[config.mk]
export PLATFORM = sky130hd
export DESIGN_NAME = tsk_decoder
export DESIGN_NICKNAME = d
export VERILOG_FILES = /design/src/hdl/tsk_pkg.sv /design/src/hdl/tsk_decoder.sv
export SDC_FILE = /design/constraint.sdc
export NUM_CORES = 1
export LEC_CHECK = 0
export ABC_CLOCK_PERIOD_IN_PS = 2800
export BUFFER_PORTS_ARGS = -buffer_cell sky130_fd_sc_hd__buf_4
export CAP_MARGIN = 15
export CORE_UTILIZATION = 39
export CTS_BUF_LIST = sky130_fd_sc_hd__clkbuf_8
export DETAILED_ROUTE_END_ITERATION = 10
export PLACE_DENSITY = 0.94
export SYNTH_ARGS = -nofsm -noshare
export SYNTH_HDL_FRONTEND = slang
export SYNTH_SLANG_ARGS = --single-unit
[constraint.sdc]
create_clock -name i_clock -period 2.8 [get_ports i_clock]
set_input_delay 0.56 -clock i_clock [delete_from_list [all_inputs] [get_ports i_clock]]
set_output_delay 0.56 -clock i_clock [all_outputs]
set_load 0.005 [all_outputs]
[src/hdl/tsk_pkg.sv]
// constants and types for the timer 3 skip and miscellaneous op decoder
package tsk_pkg;
   // instruction word
   localparam int OPC_W = 10;
   localparam logic [9:0] OP_SKIP_T3 = 10'h282;  // skip on timer three request
   localparam logic [9:0] OP_SW_RESET = 10'h001; // software system reset
   localparam logic [9:0] OP_SET_REF = 10'h059;  // set high-order reference flag
   localparam logic [9:0] OP_VDET_EN = 10'h293;  // drop detector on in powerdown
   // second interrupt control register
   localparam int CTRL_W = 4;
   localparam logic [3:0] CTRL_RST = 4'h0;
   localparam int IRQ2_T3_EN_BIT = 0;            // timer three interrupt enable
   // register byte addresses
   localparam int ADDR_W = 8;
   localparam logic [7:0] ADDR_IRQ_CTRL2 = 8'h00;
   localparam logic [7:0] ADDR_STATUS = 8'h04;
   // status register bit positions
   localparam int STAT_T3_FLAG = 0;
   localparam int STAT_REF_FLAG = 1;
   localparam int STAT_VDET = 2;
   localparam int STAT_SKIP = 3;
   // bus constants
   localparam logic [1:0] HTRANS_NONSEQ = 2'h2;
   localparam logic [31:0] WORD_ZERO = 32'h0000_0000;

   // instruction sequencing states
   typedef enum logic [1:0] {
      SEQ_EXEC = 2'b01, // next instruction executes
      SEQ_SKIP = 2'b10  // next instruction is suppressed
   } tsk_seq_t;

   // one instruction slot from the core fetch path
   typedef struct packed {
      logic valid;
      logic [9:0] code;
   } tsk_instr_t;

   // complete block state
   typedef struct packed {
      tsk_seq_t seq;
      logic skip_pending;
      logic suppressed;
      logic t3_flag;
      logic ref_flag;
      logic vdet_en;
      logic sreset;
      logic [3:0] ctrl2;
      logic dph_wr;
      logic [7:0] dph_addr;
      logic [31:0] hrdata;
      logic hreadyout;
   } tsk_state_t;
endpackage : tsk_pkg

[src/hdl/tsk_decoder.sv]
// decode and execute of timer 3 skip, reference flag, detector enable and reset ops
//
// Functional notes
// (RULE_01) enable clear: skip next when request flag set
// (RULE_02) enable clear: skip op clears request flag
// (RULE_03) enable set: skip op is a no-op
// (RULE_04) enable is bit 0 of interrupt control two
// (RULE_05) set op forces reference flag, no skip
// (RULE_06) detector op keeps detector active in powerdown
// (RULE_07) skip suppresses exactly next instruction, no effects
`timescale 1ns/10ps
module tsk_decoder (
   // clock and reset
   input wire logic i_clock,
   input wire logic i_nrst,
   // instruction slot and timer event
   input wire tsk_pkg::tsk_instr_t i_instr,
   input wire logic i_t3_event,
   // ahb-lite slave
   input wire logic i_hsel,
   input wire logic [31:0] i_haddr,
   input wire logic [1:0] i_htrans,
   input wire logic i_hwrite,
   input wire logic [2:0] i_hsize,
   input wire logic [31:0] i_hwdata,
   input wire logic i_hready,
   output logic [31:0] o_hrdata,
   output logic o_hreadyout,
   output logic o_hresp,
   // block state
   output logic o_skip_pending,
   output logic o_suppressed,
   output logic o_t3_flag,
   output logic o_ref_flag,
   output logic o_vdet_powerdown_en,
   output logic o_sys_reset_req,
   output logic [3:0] o_irq_ctrl2
);

   ////////////////////////////////////////////////////////////////////////////
   // state
   tsk_pkg::tsk_state_t st_reg; // registered state
   tsk_pkg::tsk_state_t st_next; // next state
   logic exec; // instruction slot executes this cycle
   logic t3_en; // timer three interrupt enable
   logic ahb_take; // address phase accepted

   // true when the slot carries the given opcode
   function automatic logic is_op(input tsk_pkg::tsk_instr_t ins,
                                  input logic [9:0] op);
      is_op = ins.valid && (ins.code == op);
   endfunction : is_op

   // status word seen by software
   function automatic logic [31:0] status_word(input tsk_pkg::tsk_state_t s);
      logic [31:0] w;
      w = tsk_pkg::WORD_ZERO;
      w[tsk_pkg::STAT_T3_FLAG] = s.t3_flag;
      w[tsk_pkg::STAT_REF_FLAG] = s.ref_flag;
      w[tsk_pkg::STAT_VDET] = s.vdet_en;
      w[tsk_pkg::STAT_SKIP] = s.skip_pending;
      status_word = w;
   endfunction : status_word

   assign exec = i_instr.valid && (st_reg.seq == tsk_pkg::SEQ_EXEC);
   assign t3_en = st_reg.ctrl2[tsk_pkg::IRQ2_T3_EN_BIT]; // [RULE_04]
   assign ahb_take = i_hsel && i_hready && (i_htrans == tsk_pkg::HTRANS_NONSEQ);

   ////////////////////////////////////////////////////////////////////////////
   // next-state logic
   always_comb begin
      st_next = st_reg;
      st_next.suppressed = 1'b0;
      st_next.sreset = 1'b0;
      // sequencing
      unique case (st_reg.seq)
         tsk_pkg::SEQ_EXEC: begin
            if (is_op(i_instr, tsk_pkg::OP_SKIP_T3) && !t3_en) begin
               st_next.t3_flag = 1'b0; // [RULE_02]
               if (st_reg.t3_flag) begin
                  st_next.seq = tsk_pkg::SEQ_SKIP; // [RULE_01]
               end
            end
            // with the enable set the skip op falls through untouched [RULE_03]
            if (is_op(i_instr, tsk_pkg::OP_SET_REF)) begin
               st_next.ref_flag = 1'b1; // [RULE_05]
            end
            if (is_op(i_instr, tsk_pkg::OP_VDET_EN)) begin
               st_next.vdet_en = 1'b1; // [RULE_06]
            end
            if (is_op(i_instr, tsk_pkg::OP_SW_RESET)) begin
               st_next.sreset = 1'b1;
            end
         end
         tsk_pkg::SEQ_SKIP: begin
            // the next slot is dropped with no side effects
            if (i_instr.valid) begin
               st_next.seq = tsk_pkg::SEQ_EXEC; // [RULE_07]
               st_next.suppressed = 1'b1; // [RULE_07]
            end
         end
      endcase
      // timer event sets the request flag; set beats the skip-op clear above
      if (i_t3_event) begin
         st_next.t3_flag = 1'b1;
      end
      st_next.skip_pending = (st_next.seq == tsk_pkg::SEQ_SKIP);
      // ahb data phase: write the control register
      if (st_reg.dph_wr && (st_reg.dph_addr == tsk_pkg::ADDR_IRQ_CTRL2)) begin
         st_next.ctrl2 = i_hwdata[tsk_pkg::CTRL_W-1:0]; // [RULE_04]
      end
      // ahb address phase: capture and prepare read data
      st_next.dph_wr = ahb_take && i_hwrite;
      st_next.dph_addr = i_haddr[tsk_pkg::ADDR_W-1:0];
      if (ahb_take && !i_hwrite) begin
         unique case (i_haddr[tsk_pkg::ADDR_W-1:0])
            tsk_pkg::ADDR_IRQ_CTRL2: begin
               st_next.hrdata = {28'h0000000, st_reg.ctrl2};
            end
            tsk_pkg::ADDR_STATUS: begin
               st_next.hrdata = status_word(st_reg);
            end
            default: begin
               st_next.hrdata = tsk_pkg::WORD_ZERO; // unmapped reads zero
            end
         endcase
      end
      st_next.hreadyout = 1'b1;
   end

   ////////////////////////////////////////////////////////////////////////////
   // state register
   always_ff @(posedge i_clock or negedge i_nrst) begin
      if (!i_nrst) begin
         st_reg.seq <= tsk_pkg::SEQ_EXEC;
         st_reg.skip_pending <= 1'b0;
         st_reg.suppressed <= 1'b0;
         st_reg.t3_flag <= 1'b0;
         st_reg.ref_flag <= 1'b0;
         st_reg.vdet_en <= 1'b0;
         st_reg.sreset <= 1'b0;
         st_reg.ctrl2 <= tsk_pkg::CTRL_RST;
         st_reg.dph_wr <= 1'b0;
         st_reg.dph_addr <= 8'h00;
         st_reg.hrdata <= tsk_pkg::WORD_ZERO;
         st_reg.hreadyout <= 1'b1;
      end else begin
         st_reg <= st_next;
      end
   end

   ////////////////////////////////////////////////////////////////////////////
   // outputs straight from the state register, except o_hresp, which is tied to zero
   assign o_hrdata = st_reg.hrdata;
   assign o_hreadyout = st_reg.hreadyout;
   assign o_hresp = 1'b0;
   assign o_skip_pending = st_reg.skip_pending;
   assign o_suppressed = st_reg.suppressed;
   assign o_t3_flag = st_reg.t3_flag;
   assign o_ref_flag = st_reg.ref_flag;
   assign o_vdet_powerdown_en = st_reg.vdet_en;
   assign o_sys_reset_req = st_reg.sreset;
   assign o_irq_ctrl2 = st_reg.ctrl2;
endmodule : tsk_decoder

==> reports/summary.txt, run 1 <==
met1 WL: 867 um
Ports: 130
Root Buffer: clkbuf_8
Die H: 59.3 um
met2 WL: 1060 um
Syn. warnings: 0
sw power: 0.158 mW
Total Routing Usage GR: 0.131
number of flip-flops in the largest register: 11
critical path class: in -> reg
CTS Buffer Depth: 2
First-pass DRT Iterations: 4
Max Freq: 566 MHz
#FFs+latches synth: 25
Iter 0 DRT Violations: 7
maximum vdd drop: 0.308 mV
Hold Buf Count CTS: 0
Starting Density: 0.416
asr flop ratio synth: 1.00
most numerous cell in the Yosys netlist: buf_4
final max-slew violation count: 0
Final Hold Fails: 0
area of the die: 0.00352 sq mm
clk_lat worst skew: 260 ps
top-area cell type share of the netlist area: 0.469
sequential fraction of the synthesis area: 0.489
Clk pwr share: 0.293
Power Dens Cells: 452 mW/mm^2
critical path endpoint category: flop
antenna cells: 0
setup TNS: 0 ps
FP Rows: 20
post-route minimum period: 1770 ps
met3 WL: 237 um
H-tree depth: 1
Post-synth EDFFs: 0
Cell Int Power: 0.533 mW
drt drc: 0
ys flop type: dfrtp_1
postcts setup bufs: 0
combinational share of power: 0.137
Avg Inst Size Synth: 11.0 sq um
Filler Cells Inserted: 290
port bufs: 44
initial antenna violation count: 0
unrepaired setup endpoints after global routing: false
GR Overflow Total: 0
Area Overhead vs Synth: 19.3%
Final Cycle Share: 0.631
post-route ant nets: 0
largest net degree at the start of global routing: 26
Critical Path AT: 1960 ps
cell taking the most area after synthesis: dfrtp_1
Post-CTS Resized: 0
CP required: 3000 ps
Synth top cells by count: buf_4 (38), dfrtp_1 (24), o21ai_0 (8), mux2i_1 (5)
leakage: 0.799 nW
ratio of cells with drive above 1 in the final layout: 0.373
outcome: completed
Finished Cell Area: 0.00153 sq mm
Core ar.: 0.00308 sq mm
hpwl dp: 1840 um
TritonCTS buffer count: 3
wire per inst: 11.0 um
worst hold path type: in -> async
Post-Synthesis Cells: 116
vias in the first global route: 765
Area after DPL: 0.00148 sq mm
vias after detailed routing: 851
DR vias/cell: 4.32
Post-layout nets: 240
Sequential Power Share: 0.570
Area contributors post-synth: dfrtp_1 (47%), buf_4 (22%), mux2i_1 (3.9%), mux2_2 (3.5%), o21ai_0 (3.1%)
mapped cell area: 0.00128 sq mm
Die X: 59.3 um
hold slack: 183 ps
area of the multi-input gates: 459 sq um
clk sink count: 25
CTS tree: built
Yosys cell types: 28
Max Cap Viol: 0
crit path max fanout: 3
setup violators final: 0
Clock Skews: 2.92 ps
startpoint types: input pin
Highest Signal Layer: met3
clock-pin slew on the worst setup and hold paths: 80 ps
Sw Ratio: 0.229
Post-Route WL: 2160 um
global-route wire length before repair: 3350 um
Placer Congestion: 0.738
sequential cell area: 627 sq um
-- cells in the final DEF (no fill, tap or decap), types with 2 or more instances in the layout --
cell type / instances
a41o_1: 2
and3_1: 2
buf_4: 44
clkbuf_8: 3
conb_1: 30
dfrtp_1: 24
inv_1: 3
mux2_2: 4
mux2i_1: 5
nand4b_1: 3
nor2_1: 4
nor3_1: 3
nor4_1: 3
o21ai_0: 8
-- power by group through the flow --
stage	sequential, mW	clock [mW]	combinational, mW
finish	0.394	0.203	0.0945
global route	0.397	0.227	0.107
CTS	0.395	0.208	0.0951
detailed placement	0.402	0	0.0949
global placement	0.401	0	0.0924
floorplan	0.399	0	0.0735
-- routing by layer --
metal | GRT usage | vias up
li1 | - | 408
met1 | 0.161 | 398
met2 | 0.218 | 45
met3 | 0.0393 | 0
met4 | 0.0408 | 0
met5 | 0 | -
-- worst paths after layout --
check / startpoint / endpoint / slack, ps / cells after the start
min in group i_clock: i_haddr[5] / st_reg[38] / 410 / 1
max: i_instr[0] / st_reg[52] / 1030 / 4
min: i_nrst / o_irq_ctrl2[0] / 180 / 1
max in group asynchronous: i_nrst / st_reg[52] / 2340 / 1
min reg2reg: o_hrdata[1] / o_hrdata[1] / 520 / 2
max reg2reg: o_irq_ctrl2[0] / st_reg[52] / 1060 / 3
-- critical path: stages --
cell	delay [ps]
buf_4	110
or4b_4	540
or4_4	570
a21o_1	190
-- area by class of cell --
class,count,share of cell area
multi-input cells,77,0.300
inverters,3,0.00736
well taps,44,0.0360
clock buffers,3,0.0270
clock inverters,1,0.00327
repair buffers,44,0.216
flip-flops and latches,25,0.410
-- per-stage QoR --
stage,std cells,setup WS [ps],util,power [mW]
final,197,1030,0.497,0.692
after floorplan,144,919,-,0.472
after global placement,193,759,0.482,0.493
after CTS,197,1040,0.497,0.697
after global routing,197,1020,0.497,0.731
after detailed placement,193,762,0.482,0.497
-- kinds of logic (layout without fill, tap and decap cells) --
kind of cell / after synthesis / count (layout) / share of synthesized area
DFF: 25 / 25 / 0.489
and+or+nand+nor: 25 / 25 / 0.135
buffers and inverters: 42 / 51 / 0.234
AOI/OAI and AO/OA: 13 / 13 / 0.0615
muxes: 9 / 9 / 0.0742
other: 2 / 30 / 0.00586
No activity file was read; power rests on OpenSTA's default activity.
==> run 2, diff against run 1 <==
--- a/config.mk
+++ b/config.mk
@@ -5,13 +5,13 @@
 export SDC_FILE = /design/constraint.sdc
 export NUM_CORES = 1
 export LEC_CHECK = 0
-export ABC_CLOCK_PERIOD_IN_PS = 2800
+export ABC_CLOCK_PERIOD_IN_PS = 1750
 export BUFFER_PORTS_ARGS = -buffer_cell sky130_fd_sc_hd__buf_4
 export CAP_MARGIN = 15
-export CORE_UTILIZATION = 39
+export CORE_UTILIZATION = 36
 export CTS_BUF_LIST = sky130_fd_sc_hd__clkbuf_8
 export DETAILED_ROUTE_END_ITERATION = 10
-export PLACE_DENSITY = 0.94
+export PLACE_DENSITY = 0.88
 export SYNTH_ARGS = -nofsm -noshare
 export SYNTH_HDL_FRONTEND = slang
 export SYNTH_SLANG_ARGS = --single-unit
==> constraint.sdc (replaced) <==
create_clock -name i_clock -period 1.75 [get_ports i_clock]
set_input_delay 0.35 -clock i_clock [delete_from_list [all_inputs] [get_ports i_clock]]
set_output_delay 0.35 -clock i_clock [all_outputs]
set_load 0.005 [all_outputs]
==> reports/summary.txt, run 2 (synthesis results as in run 1) <==
Final Power: 1.10 mW (+60%)
Final Cycle Share: 0.971
critical path endpoint category: flop
Util after Layout: 0.462 (-0.0343)
postcts setup bufs: 0 (unchanged)
Power Dens Cells: 710 mW/mm^2 (+57%)
global-route wire length before repair: 3530 um (+5.3%)
Die H: 61.7 um (+3.9%)
R2R setup slack: 50 ps (-1010 ps)
Total Routing Usage GR: 0.132 (+0.00126)
most common library cell in the layout ignoring fill and taps: buf_4
Root Buffer: clkbuf_8
ratio of cells with drive above 1 in the final layout: 0.372 (-0.000754)
area of the die: 0.00380 sq mm (+8.0%)
post-route minimum period: 1700 ps
CTS tree: built
Max Cap Viol: 0 (unchanged)
FP Rows: 21 (+5.0%)
Critical Path AT: 1900 ps (-60 ps)
GR Overflow Total: 0 (unchanged)
final worst setup slack: 51.2 ps (-982 ps)
startpoint types: flop
most frequent cells in the layout: buf_4 (46), conb_1 (30), dfrtp_1 (24)
Post-CTS Resized: 0 (unchanged)
Post-Route WL: 2320 um (+7.1%)
Max Freq: 589 MHz
Worst setup startpoint: o_irq_ctrl2[0]
Die X: 61.7 um (+3.9%)
Reg-to-Reg Start: o_irq_ctrl2[0]
CTS Buffer Depth: 2 (unchanged)
CP required: 1950 ps (-1050 ps)
post-route ant nets: 0 (unchanged)
Area after DPL: 0.00150 sq mm (+1.2%)
setup TNS: 0 ps (unchanged)
H-tree depth: 1 (unchanged)
number of flip-flops in the largest register: 11 (unchanged)
initial antenna violation count: 0 (unchanged)
largest net degree at the start of global routing: 26 (unchanged)
worst hold path type: in -> reg
maximum vdd drop: 0.452 mV (+47%)
Inst Count DP: 197 (+2.1%)
Area Overhead vs Synth: 21.4%
vias after detailed routing: 868 (+2.0%)
dpl ws: -82.3 ps (-845 ps)
Final Hold Fails: 0 (unchanged)
port bufs: 44 (unchanged)
final std cells w/o fill: 202 (+2.5%)
Clock Skews: 6.69 ps (+3.77 ps)
Starting Density: 0.381 (-0.0353)
wire per inst: 11.5 um (+4.4%)
Filler Cells Inserted: 333 (+15%)
Hold Buf Count CTS: 1 (+1)
Post-layout nets: 243 (+1.3%)
antenna cells: 0 (unchanged)
First-pass DRT Iterations: 3 (-1)
DR vias/cell: 4.30 (-0.53%)
clk_lat worst skew: 260 ps (about the same)
leakage: 0.814 nW (+1.8%)
clk sink count: 25 (unchanged)
unrepaired setup endpoints after global routing: false
final max-slew violation count: 0 (unchanged)
crit path max fanout: 3 (unchanged)
TritonCTS buffer count: 3 (unchanged)
vias in the first global route: 820 (+7.2%)
hpwl dp: 1940 um (+5.8%)
setup violators final: 0 (unchanged)
outcome: completed
Iter 0 DRT Violations: 6 (-1)
Finished Cell Area: 0.00156 sq mm (+1.7%)
Ports: 130 (unchanged)
critical path class: reg -> reg
Core ar.: 0.00336 sq mm (+9.3%)
drt drc: 0 (unchanged)
hold slack: 208 ps (+25.4 ps)
hold path start: i_haddr[7]
Placer Congestion: 0.759 (+2.8%)
clock-pin slew on the worst setup and hold paths: 80 ps (about the same)
## run 2: area by class of cell
| type | count | area [sq um] | area share |
|---|---|---|---|
| clock buffer | 3 | 41.3 | 0.0265 |
| clock inverter | 1 | 3.75 | 0.00241 |
| inverter | 3 | 11.3 | 0.00724 |
| multi-input combinational | 77 | 459 | 0.295 |
| sequential | 25 | 627 | 0.403 |
| tap | 46 | 57.6 | 0.0370 |
| timing repair buffer | 47 | 355 | 0.228 |
## run 2: path summary, 6_finish.rpt
check,endpoint,cells after the start
setup / recovery,st_reg[52],3
hold / removal,st_reg[40],1
setup reg to reg,st_reg[52],3
hold reg to reg,o_ref_flag,1
max in group asynchronous,st_reg[52],2
min in group asynchronous,o_skip_pending,2
## run 2: metal layers
| metal | GRT usage | wire (um) | vias to the layer above |
|---|---|---|---|
| met2 | 0.223 | 1160 | 42 |
| met1 | 0.166 | 977 | 406 |
| met3 | 0.0252 | 168 | 2 |
| li1 | - | - | 418 |
| met5 | 0 | 0 | - |
| met4 | 0.0540 | 10 | 0 |
## run 2: power by group
part | leakage (nW) | total (mW) | switching [mW] | internal [mW]
Clock | 0.0269 | 0.315 | 0.159 | 0.156
Sequential | 0.312 | 0.631 | 0.0189 | 0.613
Combinational | 0.475 | 0.157 | 0.0710 | 0.0861
Total | 0.814 | 1.10 | 0.249 | 0.855
## run 2: worst max-delay path: stages (launching register included)
cell	delay, ps
dfrtp_1	390
or4b_4	490
or4_4	560
a21o_1	190
==> run 3, diff against run 2 <==
--- a/config.mk
+++ b/config.mk
@@ -11,7 +11,7 @@
 export CORE_UTILIZATION = 36
 export CTS_BUF_LIST = sky130_fd_sc_hd__clkbuf_8
 export DETAILED_ROUTE_END_ITERATION = 10
-export PLACE_DENSITY = 0.88
+export PLACE_DENSITY = 0.84
 export SYNTH_ARGS = -nofsm -noshare
 export SYNTH_HDL_FRONTEND = slang
 export SYNTH_SLANG_ARGS = --single-unit
==> reports/summary.txt, run 3 (synthesis results as in run 1) <==
outcome: completed
CTS Buffer Depth: 2 (unchanged)
CP required: 1950 ps (about the same)
FP Rows: 21 (unchanged)
met1 WL: 912 um (-6.7%)
Post-CTS Resized: 0 (unchanged)
Root Buffer: clkbuf_8
Buf/Inv on CP: 0 (unchanged)
Final Hold Fails: 0 (unchanged)
clk_lat worst skew: 260 ps (about the same)
hold slack: 201 ps (-7.52 ps)
final max-slew violation count: 0 (unchanged)
Final Cycle Share: 0.961 (-0.0101)
leakage: 0.814 nW (unchanged)
Core ar.: 0.00336 sq mm (unchanged)
Max Freq: 595 MHz (+1.0%)
DR vias/cell: 4.40 (+2.3%)
Power Dens Cells: 711 mW/mm^2 (+0.21%)
worst hold path type: in -> reg
Crit path largest cell delay: 570 ps (about the same)
drt drc: 0 (unchanged)
maximum vdd drop: 0.529 mV (+17%)
wire per inst: 10.9 um (-5.1%)
global-route wire length before repair: 3360 um (-4.9%)
area of the die: 0.00380 sq mm (unchanged)
Post-Route WL: 2200 um (-5.1%)
H-tree depth: 1 (unchanged)
met3 WL: 169 um (+0.60%)
Critical Path AT: 1880 ps (-20 ps)
critical-path cell list: or4b_4, or4_4, a21o_1
Placer Congestion: 0.779 (+2.6%)
most common library cell in the layout ignoring fill and taps: buf_4
startpoint types: flop
clk sink count: 25 (unchanged)
Post-layout nets: 243 (unchanged)
crit path max fanout: 3 (unchanged)
Reg-to-Reg End: st_reg[52]
Area after DPL: 0.00150 sq mm (unchanged)
Die X: 61.7 um (unchanged)
clock-pin slew on the worst setup and hold paths: 80 ps (about the same)
antenna cells: 0 (unchanged)
Area Overhead vs Synth: 21.4% (unchanged)
Clock Skews: 4.65 ps (-2.04 ps)
CTS tree: built
critical path endpoint category: flop
ratio of cells with drive above 1 in the final layout: 0.372 (unchanged)
hpwl dp: 1810 um (-7.1%)
unrepaired setup endpoints after global routing: false
Reg-to-Reg Start: o_irq_ctrl2[0]
most frequent cells in the layout: buf_4 (46), conb_1 (30), dfrtp_1 (24)
vias in the first global route: 790 (-3.7%)
Die H: 61.7 um (unchanged)
hold path start: i_haddr[5]
vias after detailed routing: 888 (+2.3%)
Filler Cells Inserted: 319 (-4.2%)
Finished Cell Area: 0.00156 sq mm (unchanged)
First-pass DRT Iterations: 4 (+1)
largest net degree at the start of global routing: 26 (unchanged)
Hold Path Sink: st_reg[38]
post-route minimum period: 1680 ps (-17.6 ps)
Slowest-stage cell, CP: or4_4
critical path class: reg -> reg
met2 WL: 1100 um (-5.2%)
Max Cap Viol: 0 (unchanged)
initial antenna violation count: 0 (unchanged)
R2R setup slack: 70 ps (+20 ps)
Final Power: 1.11 mW (+0.21%)
Ports: 130 (unchanged)
setup violators final: 0 (unchanged)
Starting Density: 0.381 (unchanged)
number of flip-flops in the largest register: 11 (unchanged)
Top Family by Delay on Critical Path: simple AND/OR/NAND/NOR gates
TritonCTS buffer count: 3 (unchanged)
WHS Path Cells: 1 (unchanged)
port bufs: 44 (unchanged)
Highest Signal Layer: met4
GR Overflow Total: 0 (unchanged)
worst reg-to-reg path cell count: 3 (unchanged)
Iter 0 DRT Violations: 20 (+14)
post-route ant nets: 0 (unchanged)
Total Routing Usage GR: 0.126 (-0.00608)
setup TNS: 0 ps (unchanged)
-- run 3: timing repair --
| item | 4_1_cts | 5_1_grt |
|---|---|---|
| setup buffers | 0 | 0 |
| endpoints found under the hold margin | 24 | 0 |
| endpoints found under the setup margin | 0 | 0 |
| hold buffers | 1 | 0 |
-- run 3: layout make-up --
cell class / count / area (sq um) / area share
clock inverters: 1 / 3.75 / 0.00241
inverters: 3 / 11.3 / 0.00724
flip-flops and latches: 25 / 627 / 0.403
multi-input cells: 77 / 459 / 0.295
repair buffers: 47 / 355 / 0.228
well taps: 46 / 57.6 / 0.0370
clock buffers: 3 / 41.3 / 0.0265
-- run 3: metal layers --
metal / up-vias / track usage
li1: 414 / -
met1: 426 / 0.145
met2: 46 / 0.215
met3: 2 / 0.0336
met4: 0 / 0.0635
met5: - / 0
-- run 3: stage by stage --
stage          setup slack, ps  std cells  utilization
2_1_floorplan             78.7        144            -
3_3_place_gp             -76.0        197        0.446
3_5_place_dp             -79.6        197        0.446
4_1_cts                   63.8        202        0.462
5_1_grt                   23.2        202        0.462
6_report                  68.8        202        0.462
-- run 3: how the worst max path moves through the flow --
stage / from / endpoint / slack (ps) / cells past startpoint
global route: o_irq_ctrl2[0] / st_reg[52] / 20 / 3
global placement: i_instr[0] / st_reg[52] / -80 / 4
detailed placement: i_instr[0] / st_reg[52] / -80 / 4
CTS: o_irq_ctrl2[0] / st_reg[52] / 60 / 3
floorplan: i_instr[0] / st_reg[52] / 80 / 3
finish: o_irq_ctrl2[0] / st_reg[52] / 70 / 3
-- run 3: report_power, final --
part / total [mW] / internal [mW] / leakage, nW / switching [mW]
Sequential: 0.630 / 0.612 / 0.312 / 0.0177
Combinational: 0.157 / 0.0862 / 0.475 / 0.0706
Clock: 0.319 / 0.156 / 0.0269 / 0.163
